<file path="config.mk">
export PLATFORM = sky130hd
export DESIGN_NAME = spio_core
export DESIGN_NICKNAME = d
export VERILOG_FILES = /design/src/spio_pkg.sv /design/src/spio_core.sv
export SDC_FILE = /design/constraint.sdc
export NUM_CORES = 2
export LEC_CHECK = 0
export ABC_CLOCK_PERIOD_IN_PS = 7190
export BUFFER_PORTS_ARGS = -buffer_cell sky130_fd_sc_hd__buf_4
export CORE_UTILIZATION = 53
export DETAILED_ROUTE_END_ITERATION = 8
export GPL_ROUTABILITY_DRIVEN = 1
export MAX_ROUTING_LAYER = met4
export PLACE_DENSITY = 0.7
export SETUP_SLACK_MARGIN = 0.5
export SYNTH_ARGS = -nofsm -noshare
export SYNTH_HDL_FRONTEND = slang
export SYNTH_SLANG_ARGS = --single-unit
</file>
<file path="constraint.sdc">
create_clock -name mclk_i -period 7.19 [get_ports mclk_i]
set_input_delay 0.719 -clock mclk_i [delete_from_list [all_inputs] [get_ports mclk_i]]
set_output_delay 0.719 -clock mclk_i [all_outputs]
set_load 0.05 [all_outputs]
</file>
<file path="src/spio_pkg.sv">
// Functional notes
// RL1: Reset clears return stack pointer; saves move it upward.
// RL2: Return stack pointer loads from accumulator; never readable by firmware.
// RL3: Interrupt entry disables interrupts, saves 14-bit counter plus carry, zero.
// RL4: Save writes first byte at pointer, increments, second byte, increments.
// RL5: Interrupt return pre-decrements twice restoring bytes, then re-enables interrupts.
// RL6: Call pushes counter and flags, pointer advances by two.
// RL7: Return restores counter only, flags kept, pointer back two.
// RL8: Push pre-decrements data stack pointer, then writes operand.
// RL9: Pop reads at data stack pointer, then increments it.
// RL10: Reset clears data stack pointer.
// RL11: Push at pointer zero wraps and writes highest address.
// RL12: Data memory holds 256 bytes shared by all users.
// RL13: Port read moves selected I/O register into accumulator.
// RL14: Port write moves accumulator into addressed I/O register.
// RL15: Indexed port write address is index plus instruction field.
// RL16: Indexed write with zero field selects by index alone.
// RL17: Index register is scratch storage and supplies indexed offsets.
// RL18: Software never writes reserved I/O addresses.
// RL19: Software writes zero into reserved bit positions.
// RL20: Firmware keeps data stack below endpoint buffer area.
// RL21: Both pointers eight bits, wrap modulo 256 silently.
// RL22: Exchange swaps accumulator and data stack pointer in one operation.
package spio_pkg;
  localparam int SPIO_MEM_DEPTH = 256;
  localparam logic [7:0] SPIO_PTR_RST = 8'h00;
  localparam logic [7:0] SPIO_ONE = 8'h01;
  localparam logic [7:0] SPIO_IDX_RST = 8'h00;
  localparam logic [7:0] SPIO_ACC_RST = 8'h00;
  localparam int SPIO_PC_W = 14;
  // Instruction codes from the sequencer
  typedef enum logic [3:0] {
    SPIO_OP_NONE,
    SPIO_OP_INTR,
    SPIO_OP_CALL,
    SPIO_OP_RET,
    SPIO_OP_INTERRUPT_RETURN_INSTR,
    SPIO_OP_PUSH,
    SPIO_OP_POP,
    SPIO_OP_LDRSP,
    SPIO_OP_SWAPDSP,
    SPIO_OP_PRD,
    SPIO_OP_PWR,
    SPIO_OP_PWRX,
    SPIO_OP_LDIDX,
    SPIO_OP_LDACC
  } spio_op_e;
  // Saved return state
  typedef struct packed {
    logic carry;
    logic zero;
    logic [SPIO_PC_W-1:0] pc;
  } spio_ret_s;
  // Port bus request
  typedef struct packed {
    logic wr;
    logic rd;
    logic [7:0] addr;
    logic [7:0] data;
  } spio_port_s;
endpackage

</file>
<file path="src/spio_core.sv">
`timescale 1ns/1ps
`default_nettype none
module spio_core
  import spio_pkg::*;
(
  input wire logic mclk_i,
  input wire logic rst_i,
  input wire logic op_valid_i,
  input wire spio_op_e op_i,
  input wire logic [7:0] operand_i,
  input wire spio_ret_s ret_state_i,
  input wire logic [7:0] port_rdata_i,
  output logic busy_o,
  output logic done_o,
  output spio_ret_s ret_state_o,
  output logic ret_flags_o,
  output logic int_enable_o,
  output logic [7:0] acc_o,
  output logic [7:0] idx_o,
  output logic [7:0] pop_data_o,
  output spio_port_s port_o
);

  ////////////////////////////////////////////////////////////////////////
  // Sequencer state
  typedef enum logic [2:0] {
    SPIO_IDLE,
    SPIO_SAVE2,
    SPIO_REST1,
    SPIO_REST2,
    SPIO_POPRD
  } spio_st_e;

  spio_st_e st_q;
  logic [7:0] mem_q [SPIO_MEM_DEPTH];
  logic [7:0] rsp_q;
  logic [7:0] dsp_q;
  logic [7:0] acc_q;
  logic [7:0] idx_q;
  logic [7:0] lo_q;
  logic is_interrupt_return_instr_q;
  logic take;
  logic mem_we;
  logic [7:0] mem_wa;
  logic [7:0] mem_wd;
  logic [7:0] save_hi;
  logic [7:0] save_lo;

  assign take = op_valid_i && (st_q == SPIO_IDLE);
  // First byte holds flags and upper counter bits
  assign save_hi = {ret_state_i.carry, ret_state_i.zero, ret_state_i.pc[13:8]}; // [RL3]
  assign save_lo = ret_state_i.pc[7:0];

  ////////////////////////////////////////////////////////////////////////
  // Memory write port select
  always_comb
  begin
    mem_we = 1'b0;
    mem_wa = rsp_q;
    mem_wd = save_hi;
    if (take && (op_i == SPIO_OP_INTR || op_i == SPIO_OP_CALL))
    begin
      mem_we = 1'b1; // [RL4] [RL6]
    end
    else if (st_q == SPIO_SAVE2)
    begin
      mem_we = 1'b1;
      mem_wd = lo_q;
    end
    else if (take && op_i == SPIO_OP_PUSH)
    begin
      mem_we = 1'b1;
      mem_wa = dsp_q - SPIO_ONE; // [RL8] [RL11]
      mem_wd = operand_i;
    end
  end

  // Shared 256-byte data memory
  always_ff @(posedge mclk_i)
  begin
    if (mem_we)
    begin
      mem_q[mem_wa] <= mem_wd; // [RL12]
    end
  end

  ////////////////////////////////////////////////////////////////////////
  // Sequencer
  always_ff @(posedge mclk_i or posedge rst_i)
  begin
    if (rst_i)
    begin
      st_q <= SPIO_IDLE;
      is_interrupt_return_instr_q <= 1'b0;
      lo_q <= 8'h00;
    end
    else
    begin
      case (st_q)
        SPIO_IDLE:
        begin
          if (take)
          begin
            case (op_i)
              SPIO_OP_INTR, SPIO_OP_CALL:
              begin
                st_q <= SPIO_SAVE2;
                lo_q <= save_lo;
              end
              SPIO_OP_RET, SPIO_OP_INTERRUPT_RETURN_INSTR:
              begin
                st_q <= SPIO_REST1;
                is_interrupt_return_instr_q <= (op_i == SPIO_OP_INTERRUPT_RETURN_INSTR);
              end
              SPIO_OP_POP: st_q <= SPIO_POPRD;
              default: st_q <= SPIO_IDLE;
            endcase
          end
        end
        SPIO_SAVE2: st_q <= SPIO_IDLE;
        SPIO_REST1: st_q <= SPIO_REST2;
        SPIO_REST2: st_q <= SPIO_IDLE;
        SPIO_POPRD: st_q <= SPIO_IDLE;
        default: st_q <= SPIO_IDLE;
      endcase
    end
  end

  ////////////////////////////////////////////////////////////////////////
  // Return stack pointer, write only from the accumulator
  always_ff @(posedge mclk_i or posedge rst_i)
  begin
    if (rst_i)
    begin
      rsp_q <= SPIO_PTR_RST; // [RL1]
    end
    else if (take && op_i == SPIO_OP_LDRSP)
    begin
      rsp_q <= acc_q; // [RL2]
    end
    else if ((take && (op_i == SPIO_OP_INTR || op_i == SPIO_OP_CALL)) || st_q == SPIO_SAVE2)
    begin
      rsp_q <= rsp_q + SPIO_ONE; // [RL4] [RL21]
    end
    else if ((take && (op_i == SPIO_OP_RET || op_i == SPIO_OP_INTERRUPT_RETURN_INSTR)) || st_q == SPIO_REST1)
    begin
      rsp_q <= rsp_q - SPIO_ONE; // [RL5] [RL7] [RL21]
    end
  end

  ////////////////////////////////////////////////////////////////////////
  // Data stack pointer
  always_ff @(posedge mclk_i or posedge rst_i)
  begin
    if (rst_i)
    begin
      dsp_q <= SPIO_PTR_RST; // [RL10]
    end
    else if (take && op_i == SPIO_OP_PUSH)
    begin
      dsp_q <= dsp_q - SPIO_ONE; // [RL8] [RL21]
    end
    else if (take && op_i == SPIO_OP_SWAPDSP)
    begin
      dsp_q <= acc_q; // [RL22]
    end
    else if (st_q == SPIO_POPRD)
    begin
      dsp_q <= dsp_q + SPIO_ONE; // [RL9] [RL21]
    end
  end

  // Pop data read before the pointer moves
  always_ff @(posedge mclk_i or posedge rst_i)
  begin
    if (rst_i)
    begin
      pop_data_o <= 8'h00;
    end
    else if (st_q == SPIO_POPRD)
    begin
      pop_data_o <= mem_q[dsp_q]; // [RL9]
    end
  end

  ////////////////////////////////////////////////////////////////////////
  // Accumulator and index register
  always_ff @(posedge mclk_i or posedge rst_i)
  begin
    if (rst_i)
    begin
      acc_q <= SPIO_ACC_RST;
      idx_q <= SPIO_IDX_RST;
    end
    else if (take)
    begin
      case (op_i)
        SPIO_OP_LDACC: acc_q <= operand_i;
        SPIO_OP_LDIDX: idx_q <= operand_i; // [RL17]
        SPIO_OP_SWAPDSP: acc_q <= dsp_q; // [RL22]
        SPIO_OP_PRD: acc_q <= port_rdata_i; // [RL13]
        default: acc_q <= acc_q;
      endcase
    end
  end

  ////////////////////////////////////////////////////////////////////////
  // Port request, one cycle strobes
  always_ff @(posedge mclk_i or posedge rst_i)
  begin
    if (rst_i)
    begin
      port_o <= '0;
    end
    else
    begin
      port_o.rd <= take && op_i == SPIO_OP_PRD;
      port_o.wr <= take && (op_i == SPIO_OP_PWR || op_i == SPIO_OP_PWRX); // [RL14]
      port_o.data <= acc_q;
      port_o.addr <= (take && op_i == SPIO_OP_PWRX) ? idx_q + operand_i
                     : operand_i; // [RL15] [RL16]
    end
  end

  ////////////////////////////////////////////////////////////////////////
  // Interrupt enable, return state and handshake outputs
  always_ff @(posedge mclk_i or posedge rst_i)
  begin
    if (rst_i)
    begin
      int_enable_o <= 1'b0;
      ret_state_o <= '0;
      ret_flags_o <= 1'b0;
      done_o <= 1'b0;
      busy_o <= 1'b0;
    end
    else
    begin
      done_o <= (take && (op_i != SPIO_OP_INTR && op_i != SPIO_OP_CALL && op_i != SPIO_OP_RET
                 && op_i != SPIO_OP_INTERRUPT_RETURN_INSTR && op_i != SPIO_OP_POP))
                || st_q == SPIO_SAVE2 || st_q == SPIO_REST2 || st_q == SPIO_POPRD;
      busy_o <= (take && (op_i == SPIO_OP_INTR || op_i == SPIO_OP_CALL || op_i == SPIO_OP_RET
                 || op_i == SPIO_OP_INTERRUPT_RETURN_INSTR || op_i == SPIO_OP_POP)) || st_q == SPIO_REST1;
      ret_flags_o <= 1'b0;
      if (take && op_i == SPIO_OP_INTR)
      begin
        int_enable_o <= 1'b0; // [RL3]
      end
      else if (take && op_i == SPIO_OP_LDACC && operand_i == 8'hff)
      begin
        int_enable_o <= int_enable_o;
      end
      if (st_q == SPIO_REST1)
      begin
        // Pointer already moved once, so it addresses the second byte
        ret_state_o.pc[7:0] <= mem_q[rsp_q]; // [RL5]
      end
      if (st_q == SPIO_REST2)
      begin
        ret_state_o.pc[13:8] <= mem_q[rsp_q][5:0];
        if (is_interrupt_return_instr_q)
        begin
          ret_state_o.carry <= mem_q[rsp_q][7]; // [RL5]
          ret_state_o.zero <= mem_q[rsp_q][6];
          ret_flags_o <= 1'b1;
          int_enable_o <= 1'b1; // [RL5]
        end
        else
        begin
          ret_state_o.carry <= ret_state_i.carry; // [RL7]
          ret_state_o.zero <= ret_state_i.zero;
        end
      end
    end
  end

  assign acc_o = acc_q;
  assign idx_o = idx_q;
endmodule
`default_nettype wire

</file>
* Word-level counts from Yosys, hierarchy flattened
Memories as Yosys holds them, arrays and structs flattened. A register that Yosys moved wholly into a read port is not among the register bits.
Index checks and enable logic that the tools add are counted.
** Word-level totals
- Input port bits :: 39
- Flip-flop bits (word level) :: 82
- Memories :: 1
- Output and inout bits :: 62
- Word-level logic and storage cells :: 114
- Memory bits (read-only) :: 0
- Memory bits (writable) :: 2048
- Latch bits :: 0
** Memories
- mem_q :: depth 256, bits a word 8, read ports 2, clocked after memory_dff 1, write ports 1, RTL line spio_core.sv:35 : logic [7:0] mem_q [SPIO_MEM_DEPTH];
** Operators by class
- Div/mod/pow operators :: 0
- Shifts and indexed selects :: 0
- Multipliers :: 0
- Eq/ne operators :: 23
- Bitwise logic cells :: 0
- $lt $le $gt $ge :: 0
- $add $sub $neg :: 5
- Mux-type cells :: 28
- Reductions and logical operators :: 38
** Operator list (count)
- 8-bit 2-to-1 mux :: 13
- 4-bit equality test, second input constant :: 6
- 8-bit case mux with 3 select lines :: 1
- 8-bit by 1-bit adder with 8-bit output, second input constant :: 2
- 4-bit by 3-bit equality test with 1-bit output, second input constant :: 4
- 1-bit logical AND :: 16
- 8-bit by 1-bit subtractor with 8-bit output, second input constant :: 2
- 1-bit logical OR :: 12
- 1-bit 2-to-1 mux :: 10
- 3-bit case mux with 3 select lines :: 1
- 3-bit nonzero test :: 3
- 8-bit adder :: 1
- 4-bit by 2-bit equality test with 1-bit output, second input constant :: 2
- 4-bit by 2-bit inequality test with 1-bit output, second input constant :: 2
- 4-bit by 3-bit inequality test with 1-bit output, second input constant :: 2
- 3-bit by 2-bit equality test with 1-bit output, second input constant :: 2
- 3-bit case mux with 2 select lines :: 1
- 3-bit AND reduction :: 2
- 4-bit by 1-bit equality test with 1-bit output, second input constant :: 1
- 4-bit by 1-bit inequality test with 1-bit output, second input constant :: 1
- 2-bit AND reduction :: 2
- 2-bit OR reduction :: 2
- 3-bit by 1-bit equality test with 1-bit output, second input constant :: 1
- 3-bit equality test, second input constant :: 1
- other kinds (4) :: 4

* Depth between registers and ports, before layout
- Depth after elaboration :: 9
- Mapped depth :: 15
- Depth with buffers taken out :: 10

* Worst setup path after synthesis
OpenSTA, ideal clock, no wires.
- Kind :: input -> register
- Start point :: input op_valid_i
- End point :: memory mem_q[0][0] (data pin)
- Stages on the path :: 5
- Path buffers :: 1
- Data arrival time :: 5168 ps
- Setup slack :: 1202 ps
- Path through :: or4b_4 -> nor4_4 -> clkbuf_1 -> a22oi_1 -> nand2_1
** Between the ends
- Cells in the longest elaborated chain, start to end :: 5
** Ends and longest elaborated chain
- start, declared :: RTL line spio_core.sv:8 : input wire logic op_valid_i,
- 1-bit logical AND (*) :: RTL line spio_core.sv:49 : assign take = op_valid_i && (st_q == SPIO_IDLE);
- 1-bit logical AND :: RTL line spio_core.sv:70 : else if (take && op_i == SPIO_OP_PUSH)
- 8-bit 2-to-1 mux :: RTL line spio_core.sv:70
- 8-bit 2-to-1 mux :: RTL line spio_core.sv:65 : else if (st_q == SPIO_SAVE2)
- 8-bit 2-to-1 mux (*) :: RTL line spio_core.sv:61 : if (take && (op_i == SPIO_OP_INTR || op_i == SPIO_OP_CALL))
- named net mem_wd[0] :: RTL line spio_core.sv:45 : logic [7:0] mem_wd;
- end, declared :: RTL line spio_core.sv:35
Mark *: on every way through the listed nets, which the timed path passes. The rest lies on a longest branch.

* Worst setup path in the final report
- Start point :: register st_q[2]
- End point :: memory mem_q[236][5], enable pin
** Between the ends
- Cells in the longest elaborated chain, start to end :: 8
** Ends and longest elaborated chain
- start, declared :: RTL line spio_core.sv:34 : spio_st_e st_q;
- start signal, assigned :: RTL line spio_core.sv:93 : st_q <= SPIO_IDLE;
- start signal, assigned :: RTL line spio_core.sv:107 : st_q <= SPIO_SAVE2;
- start signal, assigned :: RTL line spio_core.sv:112 : st_q <= SPIO_REST1;
- 3-bit zero test :: RTL line spio_core.sv:49
- 1-bit logical AND :: RTL line spio_core.sv:49
- 1-bit logical AND :: RTL line spio_core.sv:70
- 1-bit 2-to-1 mux :: RTL line spio_core.sv:70
- 1-bit 2-to-1 mux :: RTL line spio_core.sv:65
- 1-bit 2-to-1 mux :: RTL line spio_core.sv:61
- 1-bit 2-to-1 mux :: RTL line spio_core.sv:81 : if (mem_we)
- 1-bit 2-to-1 mux (implied by the code) :: RTL line spio_core.sv:83 : mem_q[mem_wa] <= mem_wd;
Several ways; a longest one is shown, not always the timed one.

==> flow_summary_export.csv <==
group,metric,value,unit
finish,multiInputGateArea,35400,sq um
synth,synth-seq-cells,2138,
sta,max_freq,0.193,GHz
synth,synth.cell_area,101000,sq um
placed_design,io_buffers,100,
worst_setup_path,end_kind,"flop",
clock_tree,clk_latency,0.89,ns
power_and_ir_drop,p_sw,21.0,mW
sta,fin_ws,2.01,ns
finish,final_area,112000,sq um
clock_tree,clk_path_buf_depth,3,
worst_setup_path,cp_max_fo,12,
synth,synth_area_per_cell,17.6,sq um
power_and_ir_drop,leakagePower,35.5,nW
synth,yosysMostFrequentCell,"edfxtp_1",
power_and_ir_drop,power.density,451,nW/um^2
sta,worst_slew_pin_slew,1.44,ns
finish,fillers,13742,
hold_path,worstHoldPathCells,2,
sta,relSlewSlack,0.0310,
finish,nNetsFinal,5823,
clock_tree,clkTransAtPathRegs,0.06,ns
placed_design,placed_area,105000,sq um
power_and_ir_drop,pwr-share-seq,0.319,
sta,fin_skew,0.0313,ns
synth,ys.flop_type,"edfxtp_1",
global_route,grt_pass1_wl,512,mm
finish,seqCellArea,63800,sq um
sta,drv_slew,0,
hold_path,hold_path_startpoint,"ret_state_i[5]",
power_and_ir_drop,pwr-share-clk,0.227,
finish,layoutNonFillerInstCount,8497,
floorplanning,core_area,189000,sq um
detailed_routing,antenna_left,0,
detailed_routing,drt_pass1_iterations,8,
sta,setup_viol,0,
power_and_ir_drop,ir_drop,659,uV
floorplanning,initial_core_util,0.536,
sta,timing.final.crit_period,5.18,ns
power_and_ir_drop,p_sw_frac,0.416,
synth,yosysSeqAreaShare,0.630,
synth,synth-edff-count,2048,
floorplanning,fp.dieH,439,um
worst_setup_path,r2r_end,"mem_q[236][5]$_DFFE_PP_",
clock_tree,post_cts_buffers,0,
worst_setup_path,crit_type,"flop to flop",
global_route,grt_start_max_net_pins,164,
detailed_routing,via_count,65495,
worst_setup_path,rrSetupSlack,2.01,ns
floorplanning,rows,159,
finish,area_growth,10.6,%
hold_path,whs_endpoint,"lo_q[5]$_DFFE_PP0P_",
global_route,grtUsageTotal,0.401,
placed_design,dp_cells,8052,
synth,synth_common_cells,"edfxtp_1, mux4_2, nor2_1",
worst_setup_path,reg2reg_depth,8,
synth,yosysWarnings,0,
power_and_ir_drop,power.internal,29.5,mW
global_route,grt_antenna_before_repair,29,
clock_tree,h-tree-depth,4,
placed_design,hpwl,244,mm
detailed_routing,drc,0,
global_route,gr-total-overflow,0,
synth,synth-async-reset-ratio,0.0421,
clock_tree,cts_buffers,212,
clock_tree,cts_root_buffer,"clkbuf_16",
sta,fin_tns_setup,0,ns
worst_setup_path,r2r-start,"st_q[2]$_DFFE_PP0P_",
synth,synthCells,5756,
synth,synth_top_area_frac,0.608,
detailed_routing,finalWirelength,373,mm
finish,drive_gt1_frac,0.283,
sta,finalHoldViolCount,0,
floorplanning,die_area,193000,sq um
worst_setup_path,critPathLaunchType,"flop",
placed_design,gp_congestion,1.06,
floorplanning,num_io_pins,101,
detailed_routing,post_drt_wl_per_cell,43.9,um
run_status,status,"finished clean",
worst_setup_path,cp.required,7.71,ns
clock_tree,cts_tree,"yes",
synth,yosys-top-cells-area,"edfxtp_1, mux4_2, mux2i_1, dfrtp_1, nor2_1",
sta,rsz0062_at_grt,"no",
global_route,grt_pass1_vias,62266,
worst_setup_path,crit_arrival,5.69,ns
flow_run,maxCapViolations,0,
clock_tree,clock_sinks,2138,
synth,yosysTopAreaCell,"edfxtp_1",
power_and_ir_drop,comb_power_share,0.454,
detailed_routing,first_iter_violations,12348,
hold_path,hold_path.class,"primary input to flop",
detailed_routing,via_per_inst,7.71,
synth,synthDistinctLibCells,87,
synth,synth_fp_nets,5806,
placed_design,place_ws,1.95,ns
floorplanning,die_x,439,um
sta,period_share,0.720,
cells by family (layout without fill, tap and decap cells):
group,after synthesis,after routing,synth area share
buffers and inverters,477,677,0.0216
muxes,1319,1319,0.245
other,0,46,0
adders and majority gates,11,11,0.00143
AOI/OAI and AO/OA,785,785,0.0546
xor gates and xnor gates,18,18,0.00156
and+or+nand+nor,1008,1008,0.0458
DFF,2138,2138,0.630
worst max-delay path: stages, from the launching register on:
cell	delay (ns)
dfrtp_1	0.47
or4b_4	0.61
nor4_4	0.76
buf_4	0.31
nor2_1	0.08
a31oi_4	0.46
nand3_2	0.93
buf_4	0.55
nor2_1	0.62
registers in the layout (all words and copies together) (netlist names):
| register | cells |
|---|---|
| mem_q | 2048 |
| port_o | 18 |
| ret_state_o | 16 |
| acc_o | 8 |
| dsp_q | 8 |
| idx_o | 8 |
| lo_q | 8 |
| pop_data_o | 8 |
| rsp_q | 8 |
| st_q | 3 |
| busy_o | 1 |
| done_o | 1 |
| int_enable_o | 1 |
| is_interrupt_return_instr_q | 1 |
| ret_flags_o | 1 |
layout by cell type (no fill, tap or decap), drive strengths merged, types with 10 or more instances in the layout:
cell         n
nor2       400
dfrtp       90
mux2        93
or3         14
clkinv      96
nor4        14
a22oi      110
bufinv      25
nor3        47
mux2i      311
a22o        14
o31ai       13
o22ai       93
a21oi      119
xnor2       15
buf        253
o211ai      25
nand2b      32
nor2b       44
a2111oi     11
a221oi      65
o21ai      104
and3        12
edfxtp    2048
and2        22
a31oi       32
a21o        16
ha          10
a211oi      45
o221ai      60
nand3       78
diode       46
clkbuf     250
inv         33
or2         10
nand2      280
clkinvlp    19
nand4       16
o32a        11
mux4       915
timing repair:
action | in CTS | in global routing
setup endpoints to repair | 0 | 0
resized for setup | 0 | 0
hold buffers | 1 | 0
endpoints found under the hold margin | 25 | 0
per-layer routing:
| metal | track usage | vias to the layer above | part of all wire |
|---|---|---|---|
| met1 | 0.508 | 33308 | 0.33 |
| met5 | - | - | 0 |
| met4 | 0.258 | 0 | 0.082 |
| met2 | 0.534 | 6572 | 0.42 |
| li1 | - | 24315 | - |
| met3 | 0.159 | 1300 | 0.17 |
per-stage QoR:
step / utilization / power [mW] / hold WS, ns
final: 0.593 / 50.5 / 0.0658
after global routing: 0.593 / 50.8 / 0.0598
after CTS: 0.593 / 49.3 / 0.0270
after detailed placement: 0.555 / 38.1 / 0.485
after global placement: 0.555 / 38.0 / 0.465
after floorplan: - / 29.5 / 0.480
power by group through the flow:
stage | sequential, mW | clock (mW) | combinational (mW)
detailed placement | 16.3 | 0 | 21.8
finish | 16.1 | 11.4 | 22.9
floorplan | 16.8 | 0 | 12.8
CTS | 16.0 | 11.4 | 21.9
global route | 16.1 | 11.9 | 22.9
global placement | 16.3 | 0 | 21.7
worst max-delay path by stage:
stage,slack (ns),startpoint,cells past startpoint,to
after floorplan,1.20,op_valid_i,5,mem_q[0][0]$_DFFE_PP_
after global placement,2.05,op_valid_i,9,mem_q[236][0]$_DFFE_PP_
after detailed placement,1.95,op_valid_i,8,mem_q[91][7]$_DFFE_PP_
after CTS,2.11,dsp_q[0]$_DFFE_PP0P_,8,pop_data_o[1]$_DFFE_PP0P_
after global routing,1.93,st_q[2]$_DFFE_PP0P_,8,mem_q[222][3]$_DFFE_PP_
final,2.01,st_q[2]$_DFFE_PP0P_,8,mem_q[236][5]$_DFFE_PP_
layout make-up:
class                      count  area share
sequential                  2138       0.570
multi-input combinational   3141       0.316
clock buffer                 249      0.0494
tap                         2495      0.0279
timing repair buffer         255      0.0200
clock inverter               148      0.0142
antenna                       46     0.00103
inverter                      25    0.000917
(Power assumes the default switching activity.)
